--- src/hw/dft_pkg.sv ---
// Shared constants, types and register map of the drive fault trip manager.
package dft_pkg;

    // Clock and documented times.
    localparam int CLK_HZ         = 20_000_000;
    localparam int EXT_RES_MIN_MS = 100;
    localparam int RECOVER_MS     = 1000;
    localparam int FLICKER_MS     = 250;
    // A least time gets one cycle more than its exact count.
    localparam int EXT_RES_MIN_CYC = (EXT_RES_MIN_MS * (CLK_HZ / 1000)) + 1;
    localparam int RECOVER_CYC     = RECOVER_MS * (CLK_HZ / 1000);
    localparam int FLICKER_CYC     = FLICKER_MS * (CLK_HZ / 1000);
    localparam int CNT_W           = 26;

    // Register byte offsets.
    localparam logic [7:0] REG_CTRL     = 8'h00;
    localparam logic [7:0] REG_STATUS   = 8'h04;
    localparam logic [7:0] REG_FCODE    = 8'h08;
    localparam logic [7:0] REG_INT_STAT = 8'h0c;
    localparam logic [7:0] REG_INT_CLR  = 8'h10;
    localparam logic [7:0] REG_INT_EN   = 8'h14;
    localparam logic [7:0] REG_THERM    = 8'h18;
    localparam logic [7:0] REG_TH_LIMIT = 8'h1c;
    localparam logic [7:0] REG_RETRY    = 8'h20;
    localparam logic [7:0] REG_HIST_SEL = 8'h24;
    localparam logic [7:0] REG_HIST_DAT = 8'h28;

    // Field positions and reset values.
    localparam int          CTRL_ALARM_EN = 0;
    localparam logic [15:0] TH_LIMIT_RST  = 16'hc000;
    localparam logic [15:0] THERM_DECAY   = 16'h0001;
    localparam int          HIST_DEPTH    = 8;
    localparam int          HIST_AW       = 3;

    // Interrupt status bit positions.
    localparam int IRQ_W     = 5;
    localparam int IRQ_FAULT = 0;
    localparam int IRQ_WARN  = 1;
    localparam int IRQ_ALARM = 2;
    localparam int IRQ_MSG   = 3;
    localparam int IRQ_READY = 4;

    // Fault codes.
    localparam logic [7:0] FC_NONE    = 8'h00;
    localparam logic [7:0] FC_OC_BASE = 8'h10;
    localparam logic [7:0] FC_OV_BASE = 8'h20;
    localparam logic [7:0] FC_BRAKE   = 8'h70;

    typedef enum logic [1:0]
    {
        MOT_ACCEL = 2'b00,
        MOT_CONST = 2'b01,
        MOT_DECEL = 2'b10
    } dft_motion_t;

    typedef enum logic [1:0]
    {
        ST_RUN     = 2'b00,
        ST_TRIPPED = 2'b01,
        ST_HOLD    = 2'b10,
        ST_RECOVER = 2'b11
    } dft_state_t;

    typedef struct packed
    {
        logic overcurrent;
        logic overvolt;
        logic brake_transistor;
        logic internal_circuit;
    } dft_fault_t;

    typedef struct packed
    {
        logic stall_prev_current_warn;
        logic stall_prev_voltage_warn;
        logic regen_brake_prealarm;
        logic panel_stop_warn;
        logic maintenance_warn;
        logic param_copy_warn;
    } dft_warn_t;

    typedef struct packed
    {
        logic password_lock_msg;
        logic param_write_err_msg;
        logic copy_op_err_msg;
    } dft_msg_t;

endpackage

--- src/hw/dft_fault_hist.sv ---
// Eight-deep history of latched fault codes, newest first.
`timescale 1ns/1ps
module dft_fault_hist #(
    parameter int DEPTH = dft_pkg::HIST_DEPTH,
    parameter int AW    = dft_pkg::HIST_AW
) (
    // Clock and reset
    input  wire logic          clk_sys,
    input  wire logic          rst_b,
    // Write side
    input  wire logic          push,
    input  wire logic [7:0]    code,
    // Read side
    input  wire logic [AW-1:0] sel,
    output logic      [7:0]    entry
);
    import dft_pkg::*;

    logic [7:0]    mem [DEPTH];
    logic [AW-1:0] wr_ptr;

    // The oldest entry is simply overwritten once all slots are used.
    always_ff @(posedge clk_sys)
    begin
        if (!rst_b)
            wr_ptr <= '0;
        else if (push)
            wr_ptr <= wr_ptr + 1'b1;
    end

    genvar gi;
    generate
        for (gi = 0; gi < DEPTH; gi++)
        begin : g_slot
            always_ff @(posedge clk_sys)
            begin
                if (!rst_b)
                    mem[gi] <= FC_NONE;
                else if (push && wr_ptr == AW'(gi))
                    mem[gi] <= code;
            end
        end
    endgenerate

    // Selector 0 is the newest fault.
    assign entry = mem[AW'(wr_ptr - sel - 1'b1)];

endmodule

--- src/hw/dft_trip_manager.sv ---
// Fault classifier, trip control, reset handling and registers.
`timescale 1ns/1ps
module dft_trip_manager #(
    parameter int EXT_RES_CYC = dft_pkg::EXT_RES_MIN_CYC,
    parameter int RECOV_CYC   = dft_pkg::RECOVER_CYC,
    parameter int FLICK_CYC   = dft_pkg::FLICKER_CYC
) (
    // Clock and reset
    input  wire logic                 clk_sys,
    input  wire logic                 rst_b,
    // Register port
    input  wire logic [7:0]           reg_addr,
    input  wire logic [31:0]          reg_wdata,
    input  wire logic                 reg_wr,
    input  wire logic                 reg_rd,
    output logic      [31:0]          reg_rdata,
    // Reset sources and start command
    input  wire logic                 ext_reset_in,
    input  wire logic                 panel_reset_key,
    input  wire logic                 power_ok,
    input  wire logic                 start_cmd,
    // Condition inputs
    input  wire dft_pkg::dft_motion_t motion,
    input  wire dft_pkg::dft_fault_t  fault_in,
    input  wire dft_pkg::dft_warn_t   warn_in,
    input  wire dft_pkg::dft_msg_t    msg_in,
    input  wire logic                 fan_alarm,
    input  wire logic [7:0]           thermal_load,
    input  wire logic                 retry_pulse,
    // Outputs
    output logic                      drive_enable,
    output logic                      fault_out,
    output logic                      alarm_out,
    output logic                      warn_ind,
    output logic                      msg_ind,
    output logic                      reset_flicker,
    output logic      [7:0]           fault_code,
    output logic                      irq
);
    import dft_pkg::*;

    dft_state_t       state;
    dft_state_t       next_state;
    logic [CNT_W-1:0] ext_cnt;
    logic [CNT_W-1:0] rec_cnt;
    logic [CNT_W-1:0] flk_cnt;
    logic [15:0]      therm;
    logic [15:0]      th_limit;
    logic [7:0]       retry_cnt;
    logic             alarm_en;
    logic [IRQ_W-1:0] int_stat;
    logic [IRQ_W-1:0] int_en;
    logic [HIST_AW-1:0] hist_sel;
    logic [7:0]       hist_entry;
    logic [7:0]       next_code;
    logic             fault_hit;
    logic             ext_valid;
    logic             in_reset;
    logic             thermal_prealarm;
    logic             any_warn;
    logic             warn_q;
    logic             alarm_q;
    logic             msg_q;
    logic [IRQ_W-1:0] irq_evt;
    logic [16:0]      therm_sum;

    // Fault priority and code selection; first match wins.
    always_comb
    begin
        fault_hit = 1'b1;
        next_code = FC_NONE;
        if (fault_in.overcurrent)
            next_code = FC_OC_BASE + 8'(motion);
        else if (fault_in.overvolt)
            next_code = FC_OV_BASE + 8'(motion);
        else if (fault_in.brake_transistor || fault_in.internal_circuit)
            next_code = FC_BRAKE;
        else
            fault_hit = 1'b0;
    end

    assign ext_valid = (ext_cnt >= CNT_W'(EXT_RES_CYC));
    assign in_reset  = (state == ST_HOLD);
    assign thermal_prealarm = (therm >= th_limit);
    assign any_warn  = (|warn_in) || thermal_prealarm;

    // External reset hold timer.
    always_ff @(posedge clk_sys)
    begin
        if (!rst_b || !ext_reset_in)
            ext_cnt <= '0;
        else if (!ext_valid)
            ext_cnt <= ext_cnt + 1'b1;
    end

    always_comb
    begin
        next_state = state;
        case (state)
            ST_RUN:
                if (!power_ok || ext_valid)
                    next_state = ST_HOLD;
                else if (fault_hit)
                    next_state = ST_TRIPPED;
            ST_TRIPPED:
                if (!power_ok || ext_valid || panel_reset_key)
                    next_state = ST_HOLD;
            ST_HOLD:
                if (power_ok && !ext_reset_in)
                    next_state = ST_RECOVER;
            ST_RECOVER:
                if (!power_ok || ext_valid)
                    next_state = ST_HOLD;
                else if (rec_cnt >= CNT_W'(RECOV_CYC - 1))
                    next_state = ST_RUN;
            default:
                next_state = ST_HOLD;
        endcase
    end

    always_ff @(posedge clk_sys)
    begin
        if (!rst_b)
            state <= ST_HOLD;
        else
            state <= next_state;
    end

    // Recovery delay after any reset is released.
    always_ff @(posedge clk_sys)
    begin
        if (!rst_b || state != ST_RECOVER)
            rec_cnt <= '0;
        else
            rec_cnt <= rec_cnt + 1'b1;
    end

    // Status flicker while the external reset is held.
    always_ff @(posedge clk_sys)
    begin
        if (!rst_b || !(in_reset && ext_reset_in))
        begin
            flk_cnt       <= '0;
            reset_flicker <= 1'b0;
        end
        else if (flk_cnt >= CNT_W'(FLICK_CYC - 1))
        begin
            flk_cnt       <= '0;
            reset_flicker <= !reset_flicker;
        end
        else
            flk_cnt <= flk_cnt + 1'b1;
    end

    // Latched code and trip outputs.
    always_ff @(posedge clk_sys)
    begin
        if (!rst_b || in_reset)
        begin
            fault_code <= FC_NONE;
            fault_out  <= 1'b0;
        end
        else if (state == ST_RUN && next_state == ST_TRIPPED)
        begin
            fault_code <= next_code;
            fault_out  <= 1'b1;
        end
    end

    // A start held across a reset restarts the motor the moment
    // recovery ends; the controller has to drop it first.
    always_ff @(posedge clk_sys)
    begin
        if (!rst_b)
            drive_enable <= 1'b0;
        else
            drive_enable <= (next_state == ST_RUN) && start_cmd;
    end

    // Indications that never trip the output.
    always_ff @(posedge clk_sys)
    begin
        if (!rst_b)
        begin
            warn_ind  <= 1'b0;
            msg_ind   <= 1'b0;
            alarm_out <= 1'b0;
        end
        else
        begin
            warn_ind  <= any_warn;
            msg_ind   <= |msg_in;
            alarm_out <= fan_alarm && alarm_en;
        end
    end

    // Thermal integrator with slow decay; saturates rather than wraps.
    assign therm_sum = {1'b0, therm} + {9'h000, thermal_load};
    always_ff @(posedge clk_sys)
    begin
        if (!rst_b || in_reset)
            therm <= '0;
        else if (therm_sum[16])
            therm <= 16'hffff;
        else if (therm_sum[15:0] >= THERM_DECAY)
            therm <= therm_sum[15:0] - THERM_DECAY;
        else
            therm <= '0;
    end

    always_ff @(posedge clk_sys)
    begin
        if (!rst_b || in_reset)
            retry_cnt <= '0;
        else if (retry_pulse && retry_cnt != 8'hff)
            retry_cnt <= retry_cnt + 1'b1;
    end

    // Fault history.
    dft_fault_hist #(
        .DEPTH (HIST_DEPTH),
        .AW    (HIST_AW)
    ) u_hist (
        .clk_sys (clk_sys),
        .rst_b   (rst_b),
        .push    (state == ST_RUN && next_state == ST_TRIPPED),
        .code    (next_code),
        .sel     (hist_sel),
        .entry   (hist_entry)
    );

    // Interrupt events are rising edges of each class.
    always_ff @(posedge clk_sys)
    begin
        if (!rst_b)
        begin
            warn_q  <= 1'b0;
            alarm_q <= 1'b0;
            msg_q   <= 1'b0;
        end
        else
        begin
            warn_q  <= any_warn;
            alarm_q <= fan_alarm;
            msg_q   <= |msg_in;
        end
    end

    always_comb
    begin
        irq_evt            = '0;
        irq_evt[IRQ_FAULT] = (state == ST_RUN) && (next_state == ST_TRIPPED);
        irq_evt[IRQ_WARN]  = any_warn && !warn_q;
        irq_evt[IRQ_ALARM] = fan_alarm && !alarm_q;
        irq_evt[IRQ_MSG]   = (|msg_in) && !msg_q;
        irq_evt[IRQ_READY] = (state == ST_RECOVER) && (next_state == ST_RUN);
    end

    // A new event beats a clear written in the same cycle.
    always_ff @(posedge clk_sys)
    begin
        if (!rst_b)
            int_stat <= '0;
        else if (reg_wr && reg_addr == REG_INT_CLR)
            int_stat <= (int_stat & ~reg_wdata[IRQ_W-1:0]) | irq_evt;
        else
            int_stat <= int_stat | irq_evt;
    end

    always_ff @(posedge clk_sys)
    begin
        if (!rst_b)
            irq <= 1'b0;
        else
            irq <= |(int_stat & int_en);
    end

    // Register writes.
    always_ff @(posedge clk_sys)
    begin
        if (!rst_b)
        begin
            alarm_en <= 1'b0;
            int_en   <= '0;
            th_limit <= TH_LIMIT_RST;
            hist_sel <= '0;
        end
        else if (reg_wr)
        begin
            if (reg_addr == REG_CTRL)
                alarm_en <= reg_wdata[CTRL_ALARM_EN];
            else if (reg_addr == REG_INT_EN)
                int_en <= reg_wdata[IRQ_W-1:0];
            else if (reg_addr == REG_TH_LIMIT)
                th_limit <= reg_wdata[15:0];
            else if (reg_addr == REG_HIST_SEL)
                hist_sel <= reg_wdata[HIST_AW-1:0];
        end
    end

    // Register reads; unmapped addresses and write-only read zero.
    always_ff @(posedge clk_sys)
    begin
        if (!rst_b || !reg_rd)
            reg_rdata <= '0;
        else if (reg_addr == REG_CTRL)
            reg_rdata <= {31'h0, alarm_en};
        else if (reg_addr == REG_STATUS)
            reg_rdata <= {24'h0, thermal_prealarm, msg_ind, warn_ind,
                          alarm_out, fault_out, drive_enable, state};
        else if (reg_addr == REG_FCODE)
            reg_rdata <= {24'h0, fault_code};
        else if (reg_addr == REG_INT_STAT)
            reg_rdata <= {27'h0, int_stat};
        else if (reg_addr == REG_INT_EN)
            reg_rdata <= {27'h0, int_en};
        else if (reg_addr == REG_THERM)
            reg_rdata <= {16'h0, therm};
        else if (reg_addr == REG_TH_LIMIT)
            reg_rdata <= {16'h0, th_limit};
        else if (reg_addr == REG_RETRY)
            reg_rdata <= {24'h0, retry_cnt};
        else if (reg_addr == REG_HIST_SEL)
            reg_rdata <= {29'h0, hist_sel};
        else if (reg_addr == REG_HIST_DAT)
            reg_rdata <= {24'h0, hist_entry};
        else
            reg_rdata <= '0;
    end
endmodule

--- config.mk ---
export PLATFORM = sky130hd
export DESIGN_NAME = dft_trip_manager
export DESIGN_NICKNAME = d
export VERILOG_FILES = /design/src/hw/dft_pkg.sv /design/src/hw/dft_fault_hist.sv /design/src/hw/dft_trip_manager.sv
export SDC_FILE = /design/constraint.sdc
export NUM_CORES = 1
export LEC_CHECK = 0
export BUFFER_PORTS_ARGS = -buffer_cell sky130_fd_sc_hd__buf_2
export CORE_UTILIZATION = 53
export DETAILED_ROUTE_END_ITERATION = 7
export GPL_ROUTABILITY_DRIVEN = 0
export PLACE_DENSITY = 0.79
export SLEW_MARGIN = 25
export SYNTH_ARGS = -nofsm -noshare
export SYNTH_HDL_FRONTEND = slang
export SYNTH_SLANG_ARGS = --single-unit
export TNS_END_PERCENT = 100
--- constraint.sdc ---
create_clock -name clk_sys -period 4.2 [get_ports clk_sys]
set_input_delay 1.26 -clock clk_sys [delete_from_list [all_inputs] [get_ports clk_sys]]
set_output_delay 1.26 -clock clk_sys [all_outputs]
set_load 0.02 [all_outputs]
==> out/results.ini, run 1 <==
[timing]
setup_viol=0
worst_pin_slew_ns=0.942
grt_setup_unrepaired=no
max_freq_mhz=266
fin_worst_skew_ns=0.0218
setup_slack_ns=0.436
timing.hold.ws_ns=0.462
hold_viol_final=0
finalSetupTns_ns=0
maxSlewViolCount=0
finalCriticalPeriod_ns=3.76
fin_crit_sh_pct=89.6
maxSlewHeadroom_pct=37.0

[detailed_routing]
first_pass_iters=7
drtIter0Drc=711
vias=8563
postRouteAntennaNets=0
vias_per_cell=5.64
wl_per_cell_um=15.8
drc_errors=0
wirelength_um=23900

[layout]
fillers=1576
mostFrequentLayoutCell=dfxtp_1
postLayoutCellArea_mm2=0.0118
final_cell_mix=dfxtp_1, nor2_1, nand2_1
drive_gt1_share_pct=13.8
area_growth_pct=14.1
nNetsFinal=1353
fin_cells=1518

[logic_synthesis]
ys_async_sr_fraction_pct=0
synth_flop_cell=dfxtp_1
synthCells=1147
synth_warnings=0
seq_area_frac_synth_pct=43.6
synth_area_mm2=0.0104
synth_edf_count=40
syn_area_per_cell_um2=9.04
ys_ff_latch=206
ys_types=76

[placed_design]
hpwl_um=17600
post-place-ws_ns=-0.0747
placed_cell_area_mm2=0.0111
place_inst=1475
port_buffers=84

[min_path]
hp-class=reg -> reg

[cts]
cts_root_buffer=clkbuf_16
cts_tree=yes
cts_hold_buf=0
htreeDepth=1
numCtsBuffers=22
cts_buffer_depth=3
clk_pin_slew_ns=0.06
cts_setup_buffers=0
clock_sinks=206
post_cts_resized=0
clk_latency_ns=0.52

[setup_path]
worstSetupPathType=in -> reg
startpoint_type=primary input
arrival_ns=4.15
required_ns=4.58
end_kind=flip-flop
cp_max_fo=4

[global_route]
grt_max_degree=43
antenna_found_initial=3
grt_overflow=0
first_global_vias=7916
grt_pass1_wl_um=38100
grt.total_usage_pct=23.7

[floorplanning]
start_util_pct=54.7
die_area_mm2=0.0201
io_pins=120
fp.dieH_um=142
coreArea_mm2=0.0190
die_w_um=142
rows=50

[status]
status=finished clean

[pwr]
power_density_mw_per_mm2=357
peakVddDrop_mv=0.300
p_leak_nw=4.55

[run]
maxCapViolCount=0

final timing paths:
path	slack, ns	end	start	cells past startpoint
setup / recovery	0.44	therm[15]$_SDFF_PP0_	thermal_load[0]	12
setup reg to reg	0.88	therm[15]$_SDFF_PP0_	therm[2]$_SDFF_PP0_	11
hold / removal	0.46	flk_cnt[0]$_SDFF_PP0_	flk_cnt[0]$_SDFF_PP0_	1
hold reg to reg	0.46	flk_cnt[0]$_SDFF_PP0_	flk_cnt[0]$_SDFF_PP0_	1
state kept, by name, indices dropped and copies added, names as in the netlist, 2 cells and up:
signal         count
state              2
therm             16
int_stat           5
rec_cnt           26
fault_code         5
int_en             5
hist_sel           3
th_limit          16
ext_cnt           26
u_hist.mem        40
u_hist.wr_ptr      3
flk_cnt           26
retry_cnt          8
reg_rdata         16
through the flow:
stage	util (%)	total power, W
6_report	62.4	0.00422
5_1_grt	62.4	0.00435
4_1_cts	62.4	0.00424
3_5_place_dp	58.6	0.00234
3_3_place_gp	58.6	0.00233
2_1_floorplan	-	0.00226
cell type report:
| cell class | instances | area, um^2 | area share (%) |
|---|---|---|---|
| diodes | 3 | 7.51 | 0.0635 |
| clock buffers | 29 | 607 | 5.13 |
| clock inverters | 11 | 116 | 0.984 |
| inverters | 37 | 139 | 1.17 |
| multi-input cells | 863 | 5490 | 46.4 |
| flip-flops and latches | 206 | 4520 | 38.2 |
| well taps | 260 | 325 | 2.75 |
| repair buffers | 109 | 621 | 5.25 |
synth_stat cells (30+ instances only):
cell type	instances	share of area, %
ha_1	39	4.7
nand2_1	133	4.8
nand3_1	51	2.5
xnor2_1	35	3.0
inv_1	37	1.3
a21oi_1	38	1.8
o21ai_0	42	2.0
xor2_1	53	4.5
clkbuf_1	32	1.2
dfxtp_1	166	32
edfxtp_1	40	12
and3_1	30	1.8
nor2_1	162	5.9
per-layer routing:
metal  GRT usage (%)  vias to the layer above  wire [um]
met3            4.93                       51       2060
li1                -                     4171          -
met4            9.05                        0        694
met1            30.3                     3992       9930
met2            39.4                      349      11300
met5               0                        -          0
cells by family (layout without fill, tap and decap cells):
| family | Yosys count | after routing | share of synthesized area, % |
|---|---|---|---|
| adders and majority gates | 41 | 41 | 5.09 |
| xor gates and xnor gates | 88 | 88 | 7.43 |
| other | 1 | 25 | 0.0362 |
| buffers and inverters | 99 | 186 | 4.48 |
| and+or+nand+nor | 488 | 488 | 22.2 |
| AOI/OAI and AO/OA | 193 | 193 | 13.0 |
| muxes | 31 | 31 | 4.21 |
| DFF | 206 | 206 | 43.6 |
power breakdown:
| group | leakage [nW] | internal, W | total, W | switching (W) |
|---|---|---|---|---|
| clock network | 0.347 | 0.00114 | 0.00192 | 0.000778 |
| registers | 1.72 | 0.00204 | 0.00206 | 0.0000208 |
| logic | 2.48 | 0.0000941 | 0.000235 | 0.000141 |
worst max-delay path, cell delays in order:
cell	delay [ns]
buf_2	0.12
ha_4	0.16
fa_2	0.33
a21o_1	0.18
and4_4	0.21
or3_4	0.35
a221oi_4	0.28
and2_1	0.18
or3b_4	0.38
or3b_4	0.41
a41oi_2	0.20
o31ai_1	0.09
Power figures use the tool's default switching activity.
==> run 2: changes to the inputs <==
--- a/config.mk
+++ b/config.mk
@@ -9,7 +9,7 @@
 export CORE_UTILIZATION = 53
 export DETAILED_ROUTE_END_ITERATION = 7
 export GPL_ROUTABILITY_DRIVEN = 0
-export PLACE_DENSITY = 0.79
+export PLACE_DENSITY = 0.76
 export SLEW_MARGIN = 25
 export SYNTH_ARGS = -nofsm -noshare
 export SYNTH_HDL_FRONTEND = slang
==> constraint.sdc (replaced) <==
create_clock -name clk_sys -period 4.2 [get_ports clk_sys]
set_input_delay 0.63 -clock clk_sys [delete_from_list [all_inputs] [get_ports clk_sys]]
set_output_delay 0.63 -clock clk_sys [all_outputs]
set_load 0.02 [all_outputs]
==> run 2 against run 1 <==
Effect of this change: sequential cell count did not move; first-iteration DRC count is 23% lower; non-clock buffer count down 18; clock skew is 0.0014 ns lower; critical path type is now reg -> reg; sequential power barely moved; die area did not move; hold slack got worse by 0.098 ns; cell count is 1.1% lower; highest routed layer is now met5.
==> out/results.ini, run 2 (synthesized netlist as in run 1, its figures left out) <==
[timing]
fin_crit_sh_pct=83.8
timing.hold.ws_ns=0.364
worst_pin_slew_ns=0.931
grt_setup_unrepaired=no
maxSlewHeadroom_pct=37.5
hold_viol_final=0
max_freq_mhz=284
setup_viol=0
finalSetupTns_ns=0
finalCriticalPeriod_ns=3.52
maxSlewViolCount=0
fin_worst_skew_ns=0.0204
setup_slack_ns=0.679

[setup_path]
end_kind=flip-flop
arrival_ns=3.90
worstSetupPathType=reg -> reg
reg2reg_slack_ns=0.68
startpoint_type=flip-flop
required_ns=4.58
reg2reg_depth=11
r2r-end=therm[5]$_SDFF_PP0_
r2r-start=therm[0]$_SDFF_PP0_
cp_max_fo=13

[layout]
mostFrequentLayoutCell=dfxtp_1
regMostFlops=u_hist.mem
final_cell_mix=dfxtp_1, nor2_1, nand2_1
drive_gt1_share_pct=12.8
largest_reg_flops=40
area_growth_pct=13.3
nNetsFinal=1335

[detailed_routing]
first_pass_iters=5
vias=8309
vias_per_cell=5.53
wirelength_um=23200
postRouteAntennaNets=0
drtIter0Drc=551
drc_errors=0
wl_per_cell_um=15.4

[floorplanning]
rows=50
die_w_um=142
die_area_mm2=0.0201
start_util_pct=54.7
coreArea_mm2=0.0190
fp.dieH_um=142
io_pins=120

[pwr]
peakVddDrop_mv=0.312
finalPower_w=0.00437
intPower_w=0.00344
switchingPower_w=0.000936
p_leak_nw=4.51
pwr-share-clk_pct=47.8
power_frac_comb_pct=5.1
netSwitchingFraction_pct=21.4
seqPwrFrac_pct=47.1
power_density_mw_per_mm2=372

[global_route]
grt_overflow=0
grt_pass1_wl_um=37600
first_global_vias=7732
antenna_found_initial=6
grt.total_usage_pct=23.4
grt_max_degree=37

[min_path]
hold_depth=3
hold-path-endpoint=th_limit[13]$_SDFFE_PN0P_
hp-class=in -> reg
holdCritStartpoint=reg_wdata[13]

[cts]
clock_sinks=206
cts_hold_buf=0
clk_pin_slew_ns=0.06
cts_setup_buffers=0
post_cts_resized=0
cts_tree=yes
clk_latency_ns=0.51
cts_root_buffer=clkbuf_16
htreeDepth=1
cts_buffer_depth=3
numCtsBuffers=22

[placed_design]
hpwl_um=16900
post-place-ws_ns=0.305
port_buffers=84

[status]
status=finished clean

[run]
maxCapViolCount=0

## run 2: cell types whose count changed in the layout (fill, tap and decap cells not counted), moves of 2 or more
cell	before	now
clkbuf_16	22	24
clkinv_2	2	4
clkinv_1	4	0
clkbuf_1	4	2
buf_4	24	7
diode_2	3	5
clkbuf_8	3	5
## run 2: worst max-delay path, cell delays in order (launching register included)
cell and delay (ns):
dfxtp_1 0.35, ha_1 0.27, fa_1 0.40, a21o_1 0.20
a21oi_1 0.31, nand2_1 0.18, a221oi_4 0.33, nand3_1 0.19
nor3_1 0.38, and4b_1 0.28, or2_1 0.35, o21ai_0 0.16
## run 2: worst max path at each step
stage                           endpoint           startpoint  depth (start not counted)
finish               therm[5]$_SDFF_PP0_  therm[0]$_SDFF_PP0_                         11
global route         therm[5]$_SDFF_PP0_  therm[0]$_SDFF_PP0_                         11
CTS                  therm[5]$_SDFF_PP0_  therm[0]$_SDFF_PP0_                         11
detailed placement   therm[5]$_SDFF_PP0_      thermal_load[0]                         12
global placement     therm[8]$_SDFF_PP0_      thermal_load[0]                         12
floorplan           therm[15]$_SDFF_PP0_      thermal_load[0]                         12
## run 2: power groups by stage
stage	clock network, W	logic (W)	registers, W
after floorplan	0	0.000162	0.00210
after global placement	0	0.000213	0.00210
after detailed placement	0	0.000219	0.00211
after CTS	0.00211	0.000220	0.00206
after global routing	0.00219	0.000244	0.00206
final	0.00209	0.000222	0.00206
## run 2: layout make-up
| cell class | instances | area, um^2 |
|---|---|---|
| Antenna cell | 5 | 12.5 |
| Clock buffer | 31 | 677 |
| Clock inverter | 9 | 126 |
| Fill cell | 1583 | 7210 |
| Inverter | 37 | 139 |
| Multi-Input combinational cell | 863 | 5470 |
| Sequential cell | 206 | 4520 |
| Tap cell | 260 | 325 |
| Timing Repair Buffer | 91 | 473 |
## run 2: per-stage QoR
step | cells | utilization, % | cell area (um^2)
floorplan | 1168 | - | 10400
global placement | 1457 | 57.6 | 10900
detailed placement | 1457 | 57.6 | 10900
CTS | 1497 | 61.9 | 11700
global route | 1501 | 62.0 | 11700
finish | 1502 | 62.0 | 11700
## run 2: layer usage
layer / wire (um) / vias to the layer above / global-route usage [%] / share of wire (%)
met3: 1710 / 44 / 4.93 / 7.4
met4: 574 / 2 / 7.30 / 2.5
li1: - / 4125 / - / -
met5: 13 / - / 0 / 0.056
met2: 10800 / 254 / 39.0 / 46
met1: 10100 / 3884 / 30.3 / 44
